<file path="src/hdl/ils_regs.vh">
`ifndef ILS_REGS_VH
`define ILS_REGS_VH

// Register byte offsets, one aligned word each.
`define ILS_OFF_OPA 5'h00
`define ILS_OFF_OPB 5'h04
`define ILS_OFF_SHAMT 5'h08
`define ILS_OFF_CTRL 5'h0c
`define ILS_OFF_FLAGS 5'h10
`define ILS_OFF_RESULT 5'h14
`define ILS_OFF_BRTGT 5'h18
`define ILS_OFF_STATUS 5'h1c

// Control word fields.
`define ILS_CTRL_OP_LSB 0
`define ILS_CTRL_OP_MSB 4
`define ILS_CTRL_SETF 5
`define ILS_CTRL_SHT_LSB 6
`define ILS_CTRL_SHT_MSB 8
`define ILS_CTRL_SHREG 9
`define ILS_CTRL_IMM_LSB 10
`define ILS_CTRL_IMM_MSB 15
`define ILS_CTRL_DPC 16
`define ILS_CTRL_WIDTH 17

// Flag register bit positions.
`define ILS_FLG_V 0
`define ILS_FLG_C 1
`define ILS_FLG_Z 2
`define ILS_FLG_N 3

// Status register bit positions.
`define ILS_STS_BUSY 0
`define ILS_STS_WROTE 1
`define ILS_STS_BRANCH 2

// Reset values.
`define ILS_RST_WORD 32'h0000_0000
`define ILS_RST_CTRL 17'h0_0000
`define ILS_RST_FLAGS 4'h0

// Operation codes.
`define ILS_OP_ADD 5'h00
`define ILS_OP_ADC 5'h01
`define ILS_OP_SUB 5'h02
`define ILS_OP_SBC 5'h03
`define ILS_OP_RSB 5'h04
`define ILS_OP_AND 5'h05
`define ILS_OP_XOR 5'h06
`define ILS_OP_IOR 5'h07
`define ILS_OP_BCLR 5'h08
`define ILS_OP_ORNOT 5'h09
`define ILS_OP_COPY 5'h0a
`define ILS_OP_NCOPY 5'h0b
`define ILS_OP_COMPARE 5'h0c
`define ILS_OP_NCOMPARE 5'h0d
`define ILS_OP_LZC 5'h0e
`define ILS_OP_WIDE 5'h0f

// Shift types.
`define ILS_SH_SHL 3'h0
`define ILS_SH_SHR 3'h1
`define ILS_SH_SAR 3'h2
`define ILS_SH_ROT 3'h3
`define ILS_SH_XROT 3'h4

`endif

</file>
<file path="src/hdl/ils_alu.v">
// Notes on behaviour
// - Flagged add, add-carry, subtract, subtract-carry, reverse subtract update N Z C V.
// - AND, exclusive_or and inclusive_or combine first source with flexible second source.
// - bit_clear_op ANDs first source with inverted flexible second source.
// - or_with_complement ORs first source with inverted flexible second source.
// - Flagged logic and copies: N Z from result, C from shifter, V kept.
// - Register shift amount uses only its low eight bits, 0 to 255.
// - Immediate shift ranges: arithmetic right 1-32, left 0-31, logical right 1-32, rotate 1-31; the code passes any immediate 0 to 63 unchanged.
// - extended_rotate moves source bits one place toward bit 0.
// - Shifts write the destination and never alter the source register.
// - Flagged shifts set N Z, carry is last bit out, kept on zero shift.
// - leading_zero_count counts zeros from bit 31: 32 for zero, 0 if bit 31 set.
// - leading_zero_count leaves every flag unchanged.
// - compare_op subtracts, sets flags like a flagged difference, writes nothing.
// - compare_negated adds, sets flags like a flagged addition, drops the sum.
// - copy_op places the flexible second source unchanged in the destination.
// - inverted_copy writes the complement of the flexible second source.
// - copy with register-held shift equals the standalone shift with same operands.
// - Wide constant copy loads a 16-bit unsigned constant 0 to 65535.
// - Copy into program_counter ignores bit 0 and branches with bit 0 cleared.
//
// Design decisions made here: the address map and the Avalon-MM register port.
`include "ils_regs.vh"
`default_nettype none

module ils_alu #(
	parameter WIDTH = 32
) (
	input wire i_clk, // core clock, 50 MHz
	input wire i_rstn, // asynchronous reset, active low
	input wire [4:0] i_avs_address, // byte address
	input wire i_avs_read, // read request
	input wire i_avs_write, // write request
	input wire [31:0] i_avs_writedata, // write data
	input wire [3:0] i_avs_byteenable, // write byte lanes
	output reg [31:0] o_avs_readdata, // read data
	output wire o_avs_waitrequest, // stall while high
	output reg o_branch_valid, // one-cycle branch pulse
	output reg [31:0] o_branch_addr // branch target
);

	localparam ST_IDLE = 2'b01;
	localparam ST_ACK = 2'b10;

	reg [1:0] state_ff;
	reg [1:0] nxt_state;
	reg [WIDTH-1:0] first_source_reg_ff;
	reg [WIDTH-1:0] shifted_source_reg_ff;
	reg [WIDTH-1:0] shift_amount_reg_ff;
	reg [`ILS_CTRL_WIDTH-1:0] ctrl_ff;
	reg [3:0] flags_ff;
	reg [WIDTH-1:0] result_ff;
	reg [WIDTH-1:0] program_counter_ff;
	reg go_ff;
	reg wrote_ff;
	reg branch_ff;

	reg [3:0] nxt_flags;
	reg [WIDTH-1:0] nxt_result;
	reg nxt_wrote;
	reg nxt_branch;
	reg [31:0] rd_mux;

	wire req = i_avs_read | i_avs_write;
	wire take = (state_ff == ST_ACK);
	wire wr_take = take & i_avs_write;
	wire [2:0] widx = i_avs_address[4:2];

	wire [4:0] op = ctrl_ff[`ILS_CTRL_OP_MSB:`ILS_CTRL_OP_LSB];
	wire setf = ctrl_ff[`ILS_CTRL_SETF];
	wire [2:0] sh_type = ctrl_ff[`ILS_CTRL_SHT_MSB:`ILS_CTRL_SHT_LSB];
	wire sh_from_reg = ctrl_ff[`ILS_CTRL_SHREG];
	wire [5:0] sh_imm = ctrl_ff[`ILS_CTRL_IMM_MSB:`ILS_CTRL_IMM_LSB];
	wire dest_pc = ctrl_ff[`ILS_CTRL_DPC];

	// Register amounts keep only the low byte; immediates pass 0..63 unchanged.
	wire [7:0] sh_amount = sh_from_reg ? shift_amount_reg_ff[7:0]
		: {2'b00, sh_imm};

	wire [WIDTH-1:0] flex;
	wire flex_carry;
	wire [5:0] lz_count;

	ils_shifter #(
		.WIDTH(WIDTH)
	) u_shifter (
		.i_value(shifted_source_reg_ff),
		.i_type(sh_type),
		.i_amount(sh_amount),
		.i_carry(flags_ff[`ILS_FLG_C]),
		.o_result(flex),
		.o_carry(flex_carry)
	);

	ils_lzc #(
		.WIDTH(WIDTH)
	) u_lzc (
		.i_value(shifted_source_reg_ff),
		.o_count(lz_count)
	);

	// Returns {C, V, sum} for x + y + ci, so the top pair lands on flag bits 1 and 0.
	function [WIDTH+1:0] add_vc;
		input [WIDTH-1:0] x;
		input [WIDTH-1:0] y;
		input ci;
		reg [WIDTH:0] s;
		begin
			s = {1'b0, x} + {1'b0, y} + {{WIDTH{1'b0}}, ci};
			add_vc = {s[WIDTH], (x[WIDTH-1] == y[WIDTH-1]) && (s[WIDTH-1] != x[WIDTH-1]),
				s[WIDTH-1:0]};
		end
	endfunction

	// Byte-lane merge of a write into an existing word.
	function [31:0] merge;
		input [31:0] old;
		input [31:0] data;
		input [3:0] be;
		integer k;
		begin
			merge = old;
			for (k = 0; k < 4; k = k + 1)
			begin
				if (be[k])
				begin
					merge[8*k +: 8] = data[8*k +: 8];
				end
			end
		end
	endfunction

	wire [WIDTH+1:0] arith_add = add_vc(first_source_reg_ff, flex, 1'b0);
	wire [WIDTH+1:0] arith_adc = add_vc(first_source_reg_ff, flex, flags_ff[`ILS_FLG_C]);
	wire [WIDTH+1:0] arith_sub = add_vc(first_source_reg_ff, ~flex, 1'b1);
	wire [WIDTH+1:0] arith_sbc = add_vc(first_source_reg_ff, ~flex, flags_ff[`ILS_FLG_C]);
	wire [WIDTH+1:0] arith_rsb = add_vc(flex, ~first_source_reg_ff, 1'b1);
	wire [31:0] ctrl_merged = merge({{(32-`ILS_CTRL_WIDTH){1'b0}}, ctrl_ff},
		i_avs_writedata, i_avs_byteenable);

	// Bus handshake: one stall cycle per access, two while an operation runs.
	always @*
	begin
		case (state_ff)
			ST_IDLE:
			begin
				nxt_state = (req && !go_ff) ? ST_ACK : ST_IDLE;
			end
			ST_ACK:
			begin
				nxt_state = ST_IDLE;
			end
			default:
			begin
				nxt_state = ST_IDLE;
			end
		endcase
	end

	assign o_avs_waitrequest = req & ~take;

	always @*
	begin
		case (widx)
			3'h0: rd_mux = first_source_reg_ff;
			3'h1: rd_mux = shifted_source_reg_ff;
			3'h2: rd_mux = shift_amount_reg_ff;
			3'h3: rd_mux = {{(32-`ILS_CTRL_WIDTH){1'b0}}, ctrl_ff};
			3'h4: rd_mux = {28'h000_0000, flags_ff};
			3'h5: rd_mux = result_ff;
			3'h6: rd_mux = program_counter_ff;
			3'h7: rd_mux = {29'h0000_0000, branch_ff, wrote_ff, go_ff};
			default: rd_mux = 32'h0000_0000;
		endcase
	end

	// Operation execute: results and flags for the cycle after a control write.
	always @*
	begin
		nxt_flags = flags_ff;
		nxt_result = result_ff;
		nxt_wrote = 1'b0;
		nxt_branch = 1'b0;
		case (op)
			`ILS_OP_ADD, `ILS_OP_ADC, `ILS_OP_SUB, `ILS_OP_SBC, `ILS_OP_RSB:
			begin
				nxt_wrote = 1'b1;
				case (op)
					`ILS_OP_ADD: nxt_result = arith_add[WIDTH-1:0];
					`ILS_OP_ADC: nxt_result = arith_adc[WIDTH-1:0];
					`ILS_OP_SUB: nxt_result = arith_sub[WIDTH-1:0];
					`ILS_OP_SBC: nxt_result = arith_sbc[WIDTH-1:0];
					default: nxt_result = arith_rsb[WIDTH-1:0];
				endcase
				if (setf)
				begin
					nxt_flags[`ILS_FLG_N] = nxt_result[WIDTH-1];
					nxt_flags[`ILS_FLG_Z] = (nxt_result == {WIDTH{1'b0}});
					case (op)
						`ILS_OP_ADD: nxt_flags[1:0] = arith_add[WIDTH+1:WIDTH];
						`ILS_OP_ADC: nxt_flags[1:0] = arith_adc[WIDTH+1:WIDTH];
						`ILS_OP_SUB: nxt_flags[1:0] = arith_sub[WIDTH+1:WIDTH];
						`ILS_OP_SBC: nxt_flags[1:0] = arith_sbc[WIDTH+1:WIDTH];
						default: nxt_flags[1:0] = arith_rsb[WIDTH+1:WIDTH];
					endcase
				end
			end
			`ILS_OP_AND, `ILS_OP_XOR, `ILS_OP_IOR, `ILS_OP_BCLR, `ILS_OP_ORNOT,
			`ILS_OP_COPY, `ILS_OP_NCOPY:
			begin
				nxt_wrote = 1'b1;
				case (op)
					`ILS_OP_AND: nxt_result = first_source_reg_ff & flex;
					`ILS_OP_XOR: nxt_result = first_source_reg_ff ^ flex;
					`ILS_OP_IOR: nxt_result = first_source_reg_ff | flex;
					`ILS_OP_BCLR: nxt_result = first_source_reg_ff & ~flex;
					`ILS_OP_ORNOT: nxt_result = first_source_reg_ff | ~flex;
					`ILS_OP_NCOPY: nxt_result = ~flex;
					// A copy through the shifter is the standalone shift itself.
					default: nxt_result = flex;
				endcase
				// Flag updates on a program counter copy are not allowed by the issuer.
				if (setf && !(op == `ILS_OP_COPY && dest_pc))
				begin
					nxt_flags[`ILS_FLG_N] = nxt_result[WIDTH-1];
					nxt_flags[`ILS_FLG_Z] = (nxt_result == {WIDTH{1'b0}});
					// The shifter returns the old carry for a zero amount, except extended_rotate, which returns source bit 0.
					nxt_flags[`ILS_FLG_C] = flex_carry;
				end
				if (op == `ILS_OP_COPY && dest_pc)
				begin
					// A branch leaves the result register as it was.
					nxt_result = result_ff;
					nxt_wrote = 1'b0;
					nxt_branch = 1'b1;
				end
			end
			`ILS_OP_COMPARE:
			begin
				nxt_flags[`ILS_FLG_N] = arith_sub[WIDTH-1];
				nxt_flags[`ILS_FLG_Z] = (arith_sub[WIDTH-1:0] == {WIDTH{1'b0}});
				nxt_flags[1:0] = arith_sub[WIDTH+1:WIDTH];
			end
			`ILS_OP_NCOMPARE:
			begin
				nxt_flags[`ILS_FLG_N] = arith_add[WIDTH-1];
				nxt_flags[`ILS_FLG_Z] = (arith_add[WIDTH-1:0] == {WIDTH{1'b0}});
				nxt_flags[1:0] = arith_add[WIDTH+1:WIDTH];
			end
			`ILS_OP_LZC:
			begin
				nxt_wrote = 1'b1;
				nxt_result = {{(WIDTH-6){1'b0}}, lz_count};
			end
			`ILS_OP_WIDE:
			begin
				nxt_wrote = 1'b1;
				nxt_result = {{(WIDTH-16){1'b0}}, shifted_source_reg_ff[15:0]};
			end
			default:
			begin
				nxt_wrote = 1'b0;
			end
		endcase
	end

	always @(posedge i_clk or negedge i_rstn)
	begin
		if (!i_rstn)
		begin
			state_ff <= ST_IDLE;
			o_avs_readdata <= `ILS_RST_WORD;
			first_source_reg_ff <= `ILS_RST_WORD;
			shifted_source_reg_ff <= `ILS_RST_WORD;
			shift_amount_reg_ff <= `ILS_RST_WORD;
			ctrl_ff <= `ILS_RST_CTRL;
			go_ff <= 1'b0;
		end
		else
		begin
			state_ff <= nxt_state;
			if (state_ff == ST_IDLE && nxt_state == ST_ACK && i_avs_read)
			begin
				o_avs_readdata <= rd_mux;
			end
			go_ff <= wr_take && (i_avs_address == `ILS_OFF_CTRL);
			if (wr_take)
			begin
				case (i_avs_address)
					`ILS_OFF_OPA:
						first_source_reg_ff <= merge(first_source_reg_ff, i_avs_writedata,
							i_avs_byteenable);
					`ILS_OFF_OPB:
						shifted_source_reg_ff <= merge(shifted_source_reg_ff, i_avs_writedata,
							i_avs_byteenable);
					`ILS_OFF_SHAMT:
						shift_amount_reg_ff <= merge(shift_amount_reg_ff, i_avs_writedata,
							i_avs_byteenable);
					`ILS_OFF_CTRL:
						ctrl_ff <= ctrl_merged[`ILS_CTRL_WIDTH-1:0];
					default:
						ctrl_ff <= ctrl_ff;
				endcase
			end
		end
	end

	// Execution results; the running operation wins over a software flag write.
	always @(posedge i_clk or negedge i_rstn)
	begin
		if (!i_rstn)
		begin
			flags_ff <= `ILS_RST_FLAGS;
			result_ff <= `ILS_RST_WORD;
			program_counter_ff <= `ILS_RST_WORD;
			wrote_ff <= 1'b0;
			branch_ff <= 1'b0;
			o_branch_valid <= 1'b0;
			o_branch_addr <= `ILS_RST_WORD;
		end
		else
		begin
			o_branch_valid <= go_ff & nxt_branch;
			if (go_ff)
			begin
				flags_ff <= nxt_flags;
				result_ff <= nxt_result;
				wrote_ff <= nxt_wrote;
				branch_ff <= nxt_branch;
				if (nxt_branch)
				begin
					program_counter_ff <= {flex[WIDTH-1:1], 1'b0};
					o_branch_addr <= {flex[WIDTH-1:1], 1'b0};
				end
			end
			else if (wr_take && i_avs_address == `ILS_OFF_FLAGS && i_avs_byteenable[0])
			begin
				flags_ff <= i_avs_writedata[3:0];
			end
		end
	end

endmodule // ils_alu

`default_nettype wire

</file>
<file path="src/hdl/ils_shifter.v">
`include "ils_regs.vh"
`default_nettype none

module ils_shifter #(
	parameter WIDTH = 32
) (
	input wire [WIDTH-1:0] i_value, // value to shift
	input wire [2:0] i_type, // shift type
	input wire [7:0] i_amount, // shift amount 0..255
	input wire i_carry, // current carry flag
	output reg [WIDTH-1:0] o_result, // shifted value
	output reg o_carry // carry out
);

	reg [WIDTH:0] t;
	reg [2*WIDTH-1:0] d;
	reg [7:0] cap;

	// Any amount past the width behaves as width plus one, so the cap fits in a byte.
	localparam integer WIDTH_P1 = WIDTH + 1;

	always @*
	begin
		t = {(WIDTH+1){1'b0}};
		d = {2*WIDTH{1'b0}};
		cap = (i_amount > WIDTH) ? WIDTH_P1[7:0] : i_amount;
		o_result = i_value;
		o_carry = i_carry;
		case (i_type)
			`ILS_SH_SHL:
			begin
				t = {i_carry, i_value} << cap;
				o_result = t[WIDTH-1:0];
				o_carry = t[WIDTH];
			end
			`ILS_SH_SHR:
			begin
				t = {i_value, i_carry} >> cap;
				o_result = t[WIDTH:1];
				o_carry = t[0];
			end
			`ILS_SH_SAR:
			begin
				t = $signed({i_value, i_carry}) >>> cap;
				o_result = t[WIDTH:1];
				o_carry = t[0];
			end
			`ILS_SH_ROT:
			begin
				// Only the low bits set the rotation; a multiple of the width leaves the value.
				d = {i_value, i_value} >> i_amount[4:0];
				o_result = d[WIDTH-1:0];
				o_carry = (i_amount == 8'h00) ? i_carry : d[WIDTH-1];
			end
			`ILS_SH_XROT:
			begin
				o_result = {i_carry, i_value[WIDTH-1:1]};
				o_carry = i_value[0];
			end
			default:
			begin
				o_result = i_value;
				o_carry = i_carry;
			end
		endcase
	end

endmodule // ils_shifter

`default_nettype wire

</file>
<file path="src/hdl/ils_lzc.v">
`default_nettype none

module ils_lzc #(
	parameter WIDTH = 32
) (
	input wire [WIDTH-1:0] i_value, // operand
	output reg [5:0] o_count // leading zeros, WIDTH when all zero
);

	integer i;
	integer n;
	reg found;

	always @*
	begin
		o_count = WIDTH[5:0];
		found = 1'b0;
		n = 0;
		for (i = WIDTH - 1; i >= 0; i = i - 1)
		begin
			if (i_value[i] && !found)
			begin
				n = WIDTH - 1 - i;
				o_count = n[5:0];
				found = 1'b1;
			end
		end
	end

endmodule // ils_lzc

`default_nettype wire

</file>
<file path="config.mk">
export PLATFORM = sky130hd
export DESIGN_NAME = ils_alu
export DESIGN_NICKNAME = d
export VERILOG_FILES = /design/src/hdl/ils_alu.v /design/src/hdl/ils_shifter.v /design/src/hdl/ils_lzc.v
export VERILOG_INCLUDE_DIRS = /design/src /design/src/hdl
export SDC_FILE = /design/constraint.sdc
export NUM_CORES = 1
export LEC_CHECK = 0
export ABC_CLOCK_PERIOD_IN_PS = 7690
export BUFFER_PORTS_ARGS = -buffer_cell sky130_fd_sc_hd__buf_2
export CAP_MARGIN = 20
export CORE_ASPECT_RATIO = 2
export CORE_UTILIZATION = 38
export CTS_CLUSTER_SIZE = 16
export DETAILED_ROUTE_END_ITERATION = 8
export HOLD_SLACK_MARGIN = 0.06
export PLACE_DENSITY = 0.63
export SLEW_MARGIN = 0
export SYNTH_ARGS = -nofsm -noshare
export SYNTH_HDL_FRONTEND = slang
export SYNTH_HIERARCHICAL = 1
export SYNTH_SLANG_ARGS = --single-unit
</file>
<file path="constraint.sdc">
create_clock -name i_clk -period 7.69 [get_ports i_clk]
set_clock_uncertainty 0.2 [all_clocks]
set_input_delay 1.1535 -clock i_clk [delete_from_list [all_inputs] [get_ports i_clk]]
set_output_delay 1.1535 -clock i_clk [all_outputs]
set_load 0.005 [all_outputs]
</file>
==> results of run 1 <==
routing by layer:
layer | track usage | GRT overflow
met5 | 0.161 | 6
met1 | 0.706 | 25
met4 | 0.831 | 455
met3 | 0.521 | 33
met2 | 0.992 | 1057
what timing repair did:
action	in CTS
cloned	5
setup endpoints to repair	23
endpoints found under the hold margin	0
resized for setup	285
pin swaps	84
buffers inserted	55
stage by stage:
step / setup slack (ps) / hold WS, ps / utilization
after global placement: -1400 / 247 / 0.533
after detailed placement: -1380 / 266 / 0.533
after floorplan: 549 / 234 / -
after CTS: 1.34 / 281 / 0.566
kinds of logic after synthesis:
logic type | count (synthesis) | share of synthesized area
AO/OA/AOI/OAI | 1378 | 0.303
XOR/XNOR | 116 | 0.0346
adder cells (fa/ha/maj) | 103 | 0.0435
buffers and inverters | 434 | 0.0595
flip-flops | 218 | 0.182
multiplexers | 384 | 0.156
other | 1 | 0.000125
AND/OR/NAND/NOR | 1333 | 0.222
==> reports/qor.yml, run 1 <==
syn-num-nets: 4115
place_inst: 6203
cts_buffers: 21
grt.overflow.total: 1576
synth-seq-area-share: 0.182
syn_area_sq_um: 30000
postSynthAreaPerCell_sq_um: 7.56
synth_ff_type: "dfrtp_1"
netlist_top_cells_count: "nand2_1, a21oi_1, nor2_1, o21ai_0, dfrtp_1"
start_util: 0.384
die-height_um: 399
die_x_um: 201
hold_buffers: 0
yosysTopAreaCellShare: 0.181
htreeDepth: 1
num_io_pins: 111
yosysMostFrequentCell: "nand2_1"
grt_max_degree: 145
netlist-cell-type-count: 126
yosysWarnings: 6
place_congestion: 1.18
status: "stopped before the end"
synth-edff-count: 0
port_buffers: 109
async_reset_ff_frac: 1.00
first_global_vias: 51900
synth_seq_cells: 218
synth_cells: 3967
error_line: "[ERROR GRT-0116] Global routing finished with congestion. Check the congestion regions in the DRC Viewer."
dpl_cell_area_sq_um: 41700
clock_path_buffers: 3
numClockSinks: 218
grt_pass1_wl_um: 453000
grt_use_total: 0.747
ys_top_cells_by_area: "dfrtp_1, mux2_2, a21oi_1"
dp_hpwl_um: 190000
rows: 145
yosysTopAreaCell: "dfrtp_1"
haltStage: "5_1_grt"
clockRootBuffer: "clkbuf_16"
==> run 2, diff against run 1 <==
ABC_CLOCK_PERIOD_IN_PS = 10000   (was 7690)
CORE_ASPECT_RATIO = not set   (was 2)
CORE_UTILIZATION = 23   (was 38)
CTS_CLUSTER_SIZE = not set   (was 16)
HOLD_SLACK_MARGIN = not set   (was 0.06)
PLACE_DENSITY = not set   (was 0.63)
PLACE_DENSITY_LB_ADDON = 0.15   (was not set)
clock period = 10 ns   (was 7.69 ns; I/O delays follow)
==> reports/qor.yml, run 2 <==
numClockSinks: 218
post-route-period-util: 0.974
p_per_area_nw_per_um2: 222
via_per_inst: 5.95
dr.pass1.iters: 5
cts_tree: "yes"
grt_pass1_wl_um: 259000
dr_total_vias: 34800
clock_path_buffers: 3
path_clk_slew_ps: 60
hold_class: "flip-flop to flip-flop"
cts_buffers: 27
slew_headroom: 0.182
start_util: 0.232
place_inst: 5788
dp_hpwl_um: 147000
synth_seq_cells: 218
final_common_cell: "nand2_1"
place_ws_ps: 402
wl_um: 186000
status: "finished, final reports clean"
dpl_cell_area_sq_um: 33700
yosysTopAreaCell: "dfrtp_1"
worstSetupPathType: "flip-flop to flip-flop"
synth_cells: 3967
p_leak_nw: 14.3
reg2reg_depth: 26
drtIter0Drc: 4294
syn-num-nets: 4115
utilization: 0.268
layout_common_cells: "nand2_1, a21oi_1, nor2_1"
layout-drive-gt1-share: 0.195
postCtsSetupRepairBufs: 0
syn_area_sq_um: 30000
grt_max_degree: 98
seqCellArea_sq_um: 5460
async_reset_ff_frac: 1.00
num_io_pins: 111
max_freq_mhz: 103
hold_viol_final: 0
area_growth_pct: 15.8
slew_violations: 0
yosysWarnings: 6
fillers: 14500
multi_input_area_sq_um: 22900
synth-edff-count: 0
clock_latency_ps: 590
tightest_slew_ps: 1220
setup.worst_path.start: "ctrl_ff[9]"
rows: 132
dieArea_sq_um: 132000
first_global_vias: 32600
timing.rr.start: "ctrl_ff[9]"
layout.cells.non_filler: 5841
crit_path_end: "flags_ff[2]"
netlist_top_cells_count: "nand2_1, a21oi_1, nor2_1, o21ai_0, dfrtp_1"
finalInstanceArea_sq_um: 34700
grt.overflow.total: 0
coreArea_sq_um: 129000
ir_drop_uv: 124
place_congestion: 0.987
wl_per_cell_um: 31.8
die_x_um: 363
fin_ws_ps: 256
synth-seq-area-share: 0.182
synth_ff_type: "dfrtp_1"
yosysTopAreaCellShare: 0.181
die-height_um: 363
nets: 4224
fin_setup_tns_ps: 0
rsz0062_at_grt: "false"
grt_use_total: 0.271
max_cap_violations: 0
htreeDepth: 1
port_buffers: 109
critical_path_peak_fanout: 23
arrival_ps: 10060
start_kind: "flip-flop"
r2r-end: "flags_ff[2]"
hold_buffers: 0
ys_top_cells_by_area: "dfrtp_1, mux2_2, a21oi_1"
ant_nets: 0
final.min_clock_period_ps: 9740
clockRootBuffer: "clkbuf_16"
postSynthAreaPerCell_sq_um: 7.56
antenna_found_initial: 16
finalSetupViolCount: 0
drc: 0
end_kind: "flip-flop"
reg2reg_slack_ps: 260
yosysMostFrequentCell: "nand2_1"
crit_required_ps: 10310
netlist-cell-type-count: 126
## run 2: cell counts after synthesis
Identical to the previous run, type by type.
## run 2: power breakdown
group	total, mW	switching (mW)	internal (mW)
logic	5.54	3.68	1.86
registers	1.11	0.126	0.987
clock network	1.05	0.435	0.619
total	7.71	4.24	3.47
## run 2: through the flow
| stage | hold slack [ps] | total power, mW |
|---|---|---|
| final | 272 | 7.71 |
| after global routing | 298 | 8.05 |
| after CTS | 272 | 7.61 |
| after detailed placement | 257 | 6.52 |
| after global placement | 254 | 6.56 |
| after floorplan | 234 | 4.28 |
## run 2: layer usage
metal | share of wire | global-route usage
met5 | 0.000070 | 0
met4 | 0.043 | 0.101
met3 | 0.071 | 0.0268
met2 | 0.45 | 0.430
met1 | 0.43 | 0.377
## run 2: cell type report
type	instances	share of cell area
Antenna cell	2	0.000144
Clock buffer	41	0.0236
Clock inverter	9	0.00349
Inverter	117	0.0126
Multi-Input combinational cell	3315	0.659
Sequential cell	218	0.157
Tap cell	1742	0.0627
Timing Repair Buffer	397	0.0811
## run 2: worst min path at each step
stage	start	to	cells after the start	slack [ps]
floorplan	result_ff[2]	result_ff[2]	2	230
global placement	result_ff[4]	result_ff[4]	2	250
detailed placement	result_ff[4]	result_ff[4]	2	260
CTS	result_ff[4]	result_ff[4]	2	270
global route	o_avs_readdata[21]	o_avs_readdata[21]	2	300
finish	result_ff[4]	result_ff[4]	2	270
## run 2: cells by family after synthesis
group	Yosys count	share of synthesized area
buffers and inverters	434	0.0595
xor gates and xnor gates	116	0.0346
adders and majority gates	103	0.0435
and+or+nand+nor	1333	0.222
AOI/OAI and AO/OA	1378	0.303
DFF	218	0.182
muxes	384	0.156
other	1	0.000125
## run 2: worst max-delay path, stage by stage, from the launching register on
cell       delay, ps
dfrtp_1          570
mux2_2           530
or4b_2           990
buf_4            330
a31oi_1          500
mux2i_1          200
o311ai_0         330
o21ai_0          120
buf_4            170
a21oi_1          590
buf_4            270
ha_1             440
nand2b_1         160
a21boi_2         340
o21ai_1          140
buf_4            190
o21ai_1          450
xnor2_1          390
or4_1            750
o31a_1           320
o21ai_0          220
o211a_1          340
o2111ai_1        150
nor4_1           540
buf_4            210
nand4_1           80
o21ai_1          130
## run 2: repair_timing
item / in CTS / in global routing
gates resized for setup: 0 / 9
hold endpoints to repair: 0 / 0
endpoints found under the setup margin: 0 / 3
No activity file was read; power rests on OpenSTA's default activity.
